**src/hdl/chv_regs.svh**
```systemverilog
// Register offsets, field positions, reset values and scale constants
`ifndef CHV_REGS_SVH
`define CHV_REGS_SVH

// ==========================================
// Command codes
`define CHV_CMD_OTG_CUR    8'h3c
`define CHV_CMD_VIN_LIM    8'h3d
`define CHV_CMD_MIN_SYS    8'h3e

// ==========================================
// Field positions
`define CHV_OTG_HI         15
`define CHV_OTG_LO         8
`define CHV_VIN_RSV_HI     15
`define CHV_VIN_RSV_LO     14
`define CHV_VIN_HI         13
`define CHV_VIN_LO         6
`define CHV_VSYS_HI        15
`define CHV_VSYS_LO        8

// ==========================================
// Reset values
`define CHV_OTG_RESET      8'h3c
`define CHV_VIN_RESET      8'h00
`define CHV_VSYS_RESET     8'h24

// ==========================================
// Scale and range
`define CHV_VIN_OFFSET_MV  16'h0c80
`define CHV_VIN_DROP_MV    16'h0500
`define CHV_VIN_STEP_SHIFT 6
`define CHV_VSYS_CODE_MIN  8'h0a
`define CHV_VSYS_CODE_MAX  8'hc0
`define CHV_VSYS_DEF_1S    8'h24
`define CHV_VSYS_DEF_2S    8'h42
`define CHV_VSYS_DEF_3S    8'h5c
`define CHV_VSYS_DEF_4S    8'h7b

// ==========================================
// Timing
`define CHV_BOOT_WAIT      2'h2

`endif

```
**src/hdl/chv_pkg.sv**
```systemverilog
// Types shared by the voltage limit register bank
package chv_pkg;

  // ==========================================
  // Boot sequence states
  typedef enum logic [2:0] {
    CHV_ST_WAIT = 3'b001,
    CHV_ST_LOAD = 3'b010,
    CHV_ST_RUN  = 3'b100
  } chv_boot_e;

  // Eight-bit setting code
  typedef logic [7:0] chv_code_t;

endpackage

```
**src/hdl/chv_regbank.sv**
```systemverilog
// Voltage limit setting registers of the charge controller
`timescale 1ns/1ps
`default_nettype none
`include "chv_regs.svh"

module chv_regbank
  import chv_pkg::*;
#(
  parameter int MV_W = 16
) (
  input  wire logic            clk_i,
  input  wire logic            rst_n_i,
  input  wire logic            smb_wr_i,
  input  wire logic            smb_rd_i,
  input  wire logic [7:0]      smb_cmd_i,
  input  wire logic [15:0]     smb_wdata_i,
  input  wire logic [1:0]      cell_count_select_pin_i,
  input  wire logic [MV_W-1:0] vbus_mv_i,
  output logic      [15:0]     smb_rdata_o,
  output logic                 smb_rvalid_o,
  output logic                 smb_wack_o,
  output logic                 smb_reject_o,
  output logic      [7:0]      otg_current_limit_o,
  output logic      [7:0]      min_system_voltage_o,
  output logic      [MV_W-1:0] input_voltage_regulation_mv_o,
  output logic                 input_voltage_regulation_o
);

  // ==========================================
  // Parameter check
  if (MV_W < 15) begin : g_chk
    $error("chv_regbank: MV_W too small for 19520 mV");
  end

  // Ordered range window, or every nonzero minimum system write would be refused
  if (`CHV_VSYS_CODE_MIN > `CHV_VSYS_CODE_MAX) begin : g_chk_range
    $error("chv_regbank: minimum system range is empty");
  end

  // ==========================================
  // Reset release
  logic rst_q1;
  logic rst_q2;
  logic rst_n;

  // Two-stage release of the asynchronous reset
  // Assertion stays asynchronous, so outputs take their reset values even with the clock stopped
  always_ff @(posedge clk_i or negedge rst_n_i) begin
    if (!rst_n_i) begin
      rst_q1 <= 1'b0;
      rst_q2 <= 1'b0;
    end else begin
      rst_q1 <= 1'b1;
      rst_q2 <= rst_q1;
    end
  end

  // Internal active-low reset for every other process
  assign rst_n = rst_q2;

  // ==========================================
  // Pin synchronisers
  logic [1:0]      cell_q1;
  logic [1:0]      cell_q2;
  logic [MV_W-1:0] vbus_q1;
  logic [MV_W-1:0] vbus_q2;

  // Strap pin and measured bus both come from outside the clock domain
  // The bus reading moves slowly; a torn word after a step lasts one cycle
  // and can nudge the unprogrammed threshold or the programmed regulation flag
  always_ff @(posedge clk_i or negedge rst_n) begin
    if (!rst_n) begin
      cell_q1 <= 2'h0;
      cell_q2 <= 2'h0;
      vbus_q1 <= '0;
      vbus_q2 <= '0;
    end else begin
      cell_q1 <= cell_count_select_pin_i;
      cell_q2 <= cell_q1;
      vbus_q1 <= vbus_mv_i;
      vbus_q2 <= vbus_q1;
    end
  end

  // ==========================================
  // Default lookup
  // Pin codes 0 to 3 pick one to four cells; result in 100 mV units
  function automatic chv_code_t vsys_default(input logic [1:0] cells);
    chv_code_t d;
    case (cells)
      2'h0:    d = `CHV_VSYS_DEF_1S;
      2'h1:    d = `CHV_VSYS_DEF_2S;
      2'h2:    d = `CHV_VSYS_DEF_3S;
      default: d = `CHV_VSYS_DEF_4S;
    endcase
    return d;
  endfunction

  // ==========================================
  // Boot sequence: let the strap settle, then load the default
  // The synchroniser shows the pin two cycles after reset; the wait covers it.
  // Writes stay refused until the load, so a late strap load never
  // overwrites a host setting.
  chv_boot_e boot_q;
  logic [1:0] boot_cnt_q;

  // Boot state machine
  // Three wait cycles, one load cycle, then run until the next reset
  always_ff @(posedge clk_i or negedge rst_n) begin
    if (!rst_n) begin
      boot_q     <= CHV_ST_WAIT;
      boot_cnt_q <= 2'h0;
    end else begin
      case (boot_q)
        CHV_ST_WAIT: begin
          boot_cnt_q <= boot_cnt_q + 2'h1;
          if (boot_cnt_q == `CHV_BOOT_WAIT) begin
            boot_q <= CHV_ST_LOAD;
          end
        end
        CHV_ST_LOAD: begin
          boot_q <= CHV_ST_RUN;
        end
        CHV_ST_RUN: begin
          boot_q <= CHV_ST_RUN;
        end
        default: begin
          boot_q <= CHV_ST_WAIT;
        end
      endcase
    end
  end

  // Host writes are taken only once the boot has finished
  logic running;
  assign running = (boot_q == CHV_ST_RUN);

  // ==========================================
  // Write decode
  logic      wr_otg;
  logic      wr_vin;
  logic      wr_vsys;
  logic      vin_rsv_set;
  chv_code_t vsys_code;
  logic      vsys_zero;
  logic      vsys_in_range;
  logic      wr_ok;
  logic      wr_bad;

  // Whole-word write strobes per command code
  assign wr_otg  = smb_wr_i && running && (smb_cmd_i == `CHV_CMD_OTG_CUR);
  assign wr_vin  = smb_wr_i && running && (smb_cmd_i == `CHV_CMD_VIN_LIM);
  assign wr_vsys = smb_wr_i && running && (smb_cmd_i == `CHV_CMD_MIN_SYS);

  // Reserved-high check on the input limit
  // Data checks run every cycle; only a strobe for their own code uses them
  assign vin_rsv_set = |smb_wdata_i[`CHV_VIN_RSV_HI:`CHV_VIN_RSV_LO];

  // Minimum system code and its legal window
  assign vsys_code     = smb_wdata_i[`CHV_VSYS_HI:`CHV_VSYS_LO];
  assign vsys_zero     = (vsys_code == 8'h00);
  assign vsys_in_range = (vsys_code >= `CHV_VSYS_CODE_MIN) &&
                         (vsys_code <= `CHV_VSYS_CODE_MAX);

  // Accepted and refused writes
  // Unmapped codes and writes during boot fall through to a refusal
  assign wr_ok  = wr_otg || (wr_vin && !vin_rsv_set) ||
                  (wr_vsys && (vsys_zero || vsys_in_range));
  assign wr_bad = smb_wr_i && !wr_ok;

  // ==========================================
  // Setting registers
  chv_code_t otg_q;
  chv_code_t vin_q;
  logic      vin_prog_q;
  chv_code_t vsys_q;

  // Current limit upper byte; low byte never stored
  // Bit 15 is kept as written; a write to this code is refused only during the boot
  always_ff @(posedge clk_i or negedge rst_n) begin
    if (!rst_n) begin
      otg_q <= `CHV_OTG_RESET;
    end else if (wr_otg) begin
      otg_q <= smb_wdata_i[`CHV_OTG_HI:`CHV_OTG_LO];
    end
  end

  // Input limit code and programmed mark
  // A refused word leaves both the code and the mark untouched
  always_ff @(posedge clk_i or negedge rst_n) begin
    if (!rst_n) begin
      vin_q      <= `CHV_VIN_RESET;
      vin_prog_q <= 1'b0;
    end else if (wr_vin && !vin_rsv_set) begin
      vin_q      <= smb_wdata_i[`CHV_VIN_HI:`CHV_VIN_LO];
      vin_prog_q <= 1'b1;
    end
  end

  // Minimum system voltage: strap default, zero restore, range filter
  // The strap load happens once, inside the boot window, so it never races
  // a host write; a zero write reads the synchronised pin at that moment
  always_ff @(posedge clk_i or negedge rst_n) begin
    if (!rst_n) begin
      vsys_q <= `CHV_VSYS_RESET;
    end else if (boot_q == CHV_ST_LOAD) begin
      vsys_q <= vsys_default(cell_q2);
    end else if (wr_vsys && vsys_zero) begin
      vsys_q <= vsys_default(cell_q2);
    end else if (wr_vsys && vsys_in_range) begin
      vsys_q <= vsys_code;
    end
  end

  // ==========================================
  // Write answer pulses
  // One of the two pulses follows each write strobe once out of reset
  always_ff @(posedge clk_i or negedge rst_n) begin
    if (!rst_n) begin
      smb_wack_o   <= 1'b0;
      smb_reject_o <= 1'b0;
    end else begin
      smb_wack_o   <= wr_ok;
      smb_reject_o <= wr_bad;
    end
  end

  // ==========================================
  // Read path
  logic [15:0] rd_d;

  // Word read mux; unmapped codes read zero
  // Bits outside the stored fields read zero, whatever was written
  always_comb begin
    case (smb_cmd_i)
      `CHV_CMD_OTG_CUR:  rd_d = {otg_q, 8'h00};
      `CHV_CMD_VIN_LIM:  rd_d = {2'h0, vin_q, 6'h00};
      `CHV_CMD_MIN_SYS:  rd_d = {vsys_q, 8'h00};
      default:           rd_d = 16'h0000;
    endcase
  end

  // Registered read answer
  // Read data holds until the next read, so a slow host may take it late
  always_ff @(posedge clk_i or negedge rst_n) begin
    if (!rst_n) begin
      smb_rdata_o  <= 16'h0000;
      smb_rvalid_o <= 1'b0;
    end else begin
      smb_rvalid_o <= smb_rd_i;
      if (smb_rd_i) begin
        smb_rdata_o <= rd_d;
      end
    end
  end

  // ==========================================
  // Setting outputs
  // Registered copies, so each output leaves straight from a flip-flop
  always_ff @(posedge clk_i or negedge rst_n) begin
    if (!rst_n) begin
      otg_current_limit_o  <= `CHV_OTG_RESET;
      min_system_voltage_o <= `CHV_VSYS_RESET;
    end else begin
      otg_current_limit_o  <= otg_q;
      min_system_voltage_o <= vsys_q;
    end
  end

  // ==========================================
  // Regulation threshold and comparator
  // Fed the synchronised bus reading and the stored code; registered inside
  chv_vin_reg #(
    .MV_W (MV_W)
  ) u_vin_reg (
    .clk_i          (clk_i),
    .rst_n_i        (rst_n),
    .code_i         (vin_q),
    .programmed_i   (vin_prog_q),
    .vbus_mv_i      (vbus_q2),
    .threshold_mv_o (input_voltage_regulation_mv_o),
    .regulating_o   (input_voltage_regulation_o)
  );

endmodule

`default_nettype wire

```
**src/hdl/chv_vin_reg.sv**
```systemverilog
// Input voltage regulation threshold and comparator
`timescale 1ns/1ps
`default_nettype none
`include "chv_regs.svh"

module chv_vin_reg
  import chv_pkg::*;
#(
  parameter int MV_W = 16
) (
  input  wire logic            clk_i,
  input  wire logic            rst_n_i,
  input  wire chv_code_t       code_i,
  input  wire logic            programmed_i,
  input  wire logic [MV_W-1:0] vbus_mv_i,
  output logic      [MV_W-1:0] threshold_mv_o,
  output logic                 regulating_o
);

  // ==========================================
  // Parameter check
  if (MV_W < 15) begin : g_chk
    $error("chv_vin_reg: MV_W too small for 19520 mV");
  end

  logic [MV_W-1:0] thr_d;
  logic [MV_W-1:0] weighted;

  // Weighted code plus fixed offset, or drop below unloaded bus
  always_comb begin
    weighted = MV_W'({code_i, 6'h00});
    if (programmed_i) begin
      thr_d = weighted + MV_W'(`CHV_VIN_OFFSET_MV);
    end else if (vbus_mv_i > MV_W'(`CHV_VIN_DROP_MV)) begin
      thr_d = vbus_mv_i - MV_W'(`CHV_VIN_DROP_MV);
    end else begin
      thr_d = '0;
    end
  end

  // Threshold register
  always_ff @(posedge clk_i or negedge rst_n_i) begin
    if (!rst_n_i) begin
      threshold_mv_o <= '0;
    end else begin
      threshold_mv_o <= thr_d;
    end
  end

  // Regulation flag: bus sagged below the programmed threshold
  always_ff @(posedge clk_i or negedge rst_n_i) begin
    if (!rst_n_i) begin
      regulating_o <= 1'b0;
    end else begin
      regulating_o <= programmed_i && (vbus_mv_i < threshold_mv_o);
    end
  end

endmodule

`default_nettype wire

```
**config.mk**
```make
export PLATFORM = sky130hd
export DESIGN_NAME = chv_regbank
export DESIGN_NICKNAME = d
export VERILOG_FILES = /design/src/hdl/chv_pkg.sv /design/src/hdl/chv_regbank.sv /design/src/hdl/chv_vin_reg.sv
export VERILOG_INCLUDE_DIRS = /design/src /design/src/hdl
export SDC_FILE = /design/constraint.sdc
export NUM_CORES = 1
export LEC_CHECK = 0
export BUFFER_PORTS_ARGS = -buffer_cell sky130_fd_sc_hd__buf_4
export CORE_ASPECT_RATIO = 0.9
export CORE_MARGIN = 1.5
export CORE_UTILIZATION = 25
export DETAILED_ROUTE_END_ITERATION = 10
export PLACE_DENSITY = 0.45
export SYNTH_ARGS = -nofsm -noshare
export SYNTH_HDL_FRONTEND = slang
export SYNTH_SLANG_ARGS = --single-unit
```
**constraint.sdc**
```tcl
create_clock -name clk_i -period 9.6 [get_ports clk_i]
set_clock_uncertainty 0.2 [all_clocks]
set_input_delay 1.44 -clock clk_i [delete_from_list [all_inputs] [get_ports clk_i]]
set_output_delay 1.44 -clock clk_i [all_outputs]
set_load 0.02 [all_outputs]
```
# == Word level (Yosys, flattened, before mapping) ==
# Cells that the tools add are included.
# Widths: inputs -> output; s select.
# totals
register_bits,120
latch_bits,0
ramBits,0
romBits,0
in_bits,46
out_inout_bits,52
n_memories,0
# op_classes
add_sub_neg,3
multipliers,0
div,0
n_lt_le_gt_ge,4
n_eq_ne,10
shifts,0
muxes,9
bitwise,0
reduce_logical,21
# ops
op,count
$pmux 16 s3,1
$mux 16,2
$eq 8x6->1 const B,3
$mux 8,3
$pmux 7 s3,1
$gt 16x11->1 const B,1
$lt 16x16->1,1
$sub 16x11->16 const B,1
$add 14x12->15 const B,1
$logic_and 1x1->1,11
$ge 8x4->1 const B,1
$le 8x8->1 const B,1
$logic_not 8->1,1
$pmux 3 s2,1
$eq 2x2->1 const B,2
$reduce_or 2->1,2
$eq 3x1->1 const B,1
$eq 3x2->1 const B,1
$eq 3x3->1 const B,1
$logic_or 1x1->1,3
$mux 3,1
$reduce_bool 3->1,1
$add 2x1->2 const B,1
$eq 2x1->1 const B,1
other kinds (3),4

# == Logic depth before layout (Yosys ltp) ==
# depth
depth_word,8
depth_mapped,7
depth_no_buf,7

# == By module ==
# A second synthesis with hierarchy kept.
# hier_totals
cells_unflattened,370
area_unflattened_um2,4675.7
# modules_own_cells
mod,n_inst,cells_each,area_each_um2,seq_area_each_um2
chv_regbank,1,239,3453.3,2443.6
chv_vin_reg,1,131,1222.4,425.4

# == Least setup slack after synthesis ==
# OpenSTA, ideal clock, no wires.
# synth_path
kind,input to register
from,input smb_cmd_i[3]
to,register vin_q[0]
setup_ns,0.125
arrival_time_ns,2.743
slack_ns,6.532
stages,5
cell_sequence,and4_1 -> nand3_1 -> or4_4 -> buf_6 -> mux2_4
# synth_via
elab_chain_len,3
# synth_rtl
item,line,text
"start, declared",chv_regbank.sv:15,"input wire logic [7:0] smb_cmd_i,"
$eq 8x6->1 (no line),--,
$logic_and 1x1->1,chv_regbank.sv:152,assign wr_vin = smb_wr_i && running && (smb_cmd_i == `CHV_CMD_VIN_LIM);
$logic_and 1x1->1,chv_regbank.sv:194,end else if (wr_vin && !vin_rsv_set) begin
"end signal, assigned",chv_regbank.sv:192,vin_q <= `CHV_VIN_RESET;
"end signal, assigned",chv_regbank.sv:195,vin_q <= smb_wdata_i[`CHV_VIN_HI:`CHV_VIN_LO];
"end, declared",chv_regbank.sv:174,chv_code_t vin_q;
# Every way passes these cells.
# A chain may end at the register's enable or synchronous reset.

# == Worst setup path after layout ==
# layout_path
from,input smb_cmd_i[1]
to,register smb_reject_o
# layout_via
elab_chain_len,7
word_cells_on_any_way,12
classes_between,eq/ne (3); reduce/logical (9)
# layout_rtl
item,line,text
$eq 8x6->1 (no line),--,
$logic_and 1x1->1,chv_regbank.sv:152,
$logic_and 1x1->1,chv_regbank.sv:167,assign wr_ok = wr_otg || (wr_vin && !vin_rsv_set) ||
$logic_or 1x1->1,chv_regbank.sv:167,
$logic_or 1x1->1 (*),chv_regbank.sv:167,
$logic_not 1->1 (*),chv_regbank.sv:169,assign wr_bad = smb_wr_i && !wr_ok;
$logic_and 1x1->1 (*),chv_regbank.sv:169,
named net wr_bad,chv_regbank.sv:148,logic wr_bad;
"end signal, assigned",chv_regbank.sv:224,smb_reject_o <= wr_bad;
"end, declared",chv_regbank.sv:22,"output logic smb_reject_o,"
# Mark *: on every way through the listed nets, which the timed path passes. The rest lies on a longest branch.

==> impl_metrics.yaml <==
drt:
  drc: 0
  vias_per_cell: 4.35
  first_pass_iters: 4
  drt_wl_total_um: 11000
  vias: 3174
  wl_per_cell_um: 15.0
  drt_iter0_drc: 129
  drtAntennaViolNets: 0
placed_design:
  pre_cts_ws_ns: 5.86
  gp_congestion: 0.858
  port_buffers: 85
  place_hpwl_um: 8010
clock_tree:
  post_cts_resized: 0
  cts_setup_buffers: 0
  clk_path_buf_depth: 2
  hold_buffers: 0
  cts_root_buffer: "clkbuf_16"
  cts.sinks: 114
  cts_made_buffers: 17
  cts_tree: "done"
  h-tree-depth: 4
  clock_latency_ns: 0.41
  path_clk_slew_ns: 0.05
die:
  core-area_um2: 18400
  rows: 47
  die-area_um2: 19600
  die_y_um: 133
  ios: 98
  start_util_pct: 25.5
  die_w_um: 147
logic_synthesis:
  synth-edff-count: 0
  synth_seq_area_share_pct: 61.1
  syn_inst: 377
  ys.flop_type: "dfrtp_1"
  synthAdderAreaFrac_pct: 6.40
  synthSimpleGateAreaFrac_pct: 10.1
  synth_compound_area_share_pct: 8.80
  syn_avg_cell_area_um2: 12.4
  async_flop_share_pct: 100
  ys_warn_count: 0
  synthesis.area_um2: 4690
  synth_mux_area_share_pct: 6.32
  ys_ff_latch: 114
  synthXorXnorAreaFrac_pct: 2.43
  synth_cell_types: 45
  synth_top_family_by_area: "simple AND/OR/NAND/NOR gates"
critical_path:
  crit_path_end_kind: "flop"
  cpPeakStageDelay_ns: 0.66
  worstPathCellList: "buf_4 > nor2b_1 > nand4_1 > a21oi_1 > inv_1 > and4_1"
  crit_required_ns: 9.68
  start_kind: "input port"
  worstSetupPathType: "input port to flop"
  crit_slowest_cell: "a21oi_1"
  crit_start: "smb_cmd_i[1]"
  r2r-start: "boot_q[1]"
  reg2reg_slack_ns: 7.23
  arrival_ns: 3.49
  cp_max_fo: 12
sta:
  grt_setup_unrepaired: "false"
  relSlewSlack_pct: 42.0
  worstMarginPinSlew_ns: 0.870
  finalHoldViolCount: 0
  setup_ws_ns: 6.20
  final_max_slew_viol_count: 0
  setup_tns_ns: 0
  fmax_mhz: 294
  final-setup-viol-count: 0
  finalCritPeriodShare_pct: 35.5
  min_period_ns: 3.40
grt:
  antenna_found_initial: 0
  overflow: 0
  grt_pass1_wl_um: 17300
  grtUsageTotal_pct: 11.8
  grt_max_degree: 68
  grt_pass1_vias: 3193
min_path:
  hp-class: "flop to asynchronous set/reset pin"
finish:
  syn2layout_area_growth_pct: 32.3
  layout-drive-gt1-share_pct: 30.9
  layout_commonest_cell: "dfrtp_1"
  num-nets-final: 542
  multi_input_area_um2: 1620
  nFillCells: 1839
  layout_common_cells: "100 x dfrtp_1, 86 x buf_4, 35 x inv_1, 24 x nor2_1, 24 x ha_1"
  seq_area_um2: 2870
  n_antenna_cell: 0
job:
  cap_violations: 0
outcome:
  status: "completed"
power:
  vdd_drop_max_mv: 0.120
  power_density_nw_per_um2: 207
  power.leakage_uw: 0.00292
[kinds of logic (layout without fill, tap and decap cells)]
family,Yosys count,after routing
DFF,114,114
and+or+nand+nor,89,89
AOI/OAI and AO/OA,60,60
buffers and inverters,50,153
muxes,25,25
adders and majority gates,24,24
xor gates and xnor gates,13,13
other,2,7
[flip-flops by register name (all words and copies together) (netlist names)]
signal / count
min_system_voltage_o: 8
vbus_q2: 16
boot_q: 3
rst_q1: 1
rst_n: 1
smb_wack_o: 1
vbus_q1: 16
smb_reject_o: 1
smb_rvalid_o: 1
boot_cnt_q: 2
vin_q: 8
otg_q: 8
u_vin_reg.threshold_mv_o: 16
vsys_q: 8
vin_prog_q: 1
cell_q2: 2
smb_rdata_o: 10
otg_current_limit_o: 8
cell_q1: 2
u_vin_reg.regulating_o: 1
[worst paths after layout]
check | end | depth (start not counted)
min | vbus_q2[12] | 0
max in group asynchronous | min_system_voltage_o[1] | 1
min reg2reg | vbus_q2[12] | 0
min in group clk_i | vbus_q2[1] | 0
max | smb_reject_o | 6
max reg2reg | vsys_q[2] | 5
[power breakdown]
part           switching [uW]  leakage, uW  internal (uW)
registers                18.5      0.00138            506
logic                    55.0      0.00123           44.7
clock network             211     0.000312            452
total                     285      0.00292           1000
[per-stage QoR]
| stage | instance area, um^2 | instances | util [%] | hold slack (ns) | power (uW) |
|---|---|---|---|---|---|
| final | 6210 | 730 | 33.7 | 0.132 | 1290 |
| after global routing | 6210 | 730 | 33.7 | 0.152 | 1350 |
| after floorplan | 4710 | 382 | - | 0.131 | 586 |
| after detailed placement | 5580 | 698 | 30.3 | 0.135 | 634 |
| after CTS | 6210 | 730 | 33.7 | 0.138 | 1310 |
| after global placement | 5580 | 698 | 30.3 | 0.134 | 633 |
[cells in the mapped netlist, types with 6 or more instances]
library cell | number | area share (%)
dfrtp_1 | 101 | 54
inv_1 | 35 | 2.8
ha_1 | 24 | 6.4
nor2_1 | 24 | 1.9
a21oi_1 | 15 | 1.6
dfstp_2 | 13 | 7.3
nand2_1 | 11 | 0.88
mux2_2 | 9 | 2.2
mux2i_1 | 9 | 1.9
a22o_1 | 8 | 1.5
and2_1 | 8 | 1.1
nor3_1 | 8 | 0.85
o21ai_0 | 8 | 0.85
clkbuf_1 | 7 | 0.56
mux2_4 | 7 | 2.2
nand3_1 | 7 | 0.75
o22ai_1 | 7 | 0.93
xnor2_1 | 7 | 1.3
buf_4 | 6 | 0.96
nand4_1 | 6 | 0.80
xor2_1 | 6 | 1.1
[routing by layer]
metal  track usage, %  vias to the layer above  wire (um)
li1                 -                     1502          -
met1             15.7                     1577       5250
met2             17.3                       87       5040
met3             4.14                        8        567
met4             5.33                        0        112
met5                0                        -          0
[cell type report]
class,count,share of cell area [%]
sequential,114,46.3
multi-input combinational,218,26.2
timing repair buffer,86,10.4
clock buffer,21,7.58
tap,245,4.94
clock inverter,11,2.54
inverter,35,2.12
[worst max-delay path: cells and delay by family]
family	cells	cell delay (ns)
simple gates	3	1.06
compound gates	1	0.66
buf+inv	2	0.33
Power figures use the tool's default switching activity.
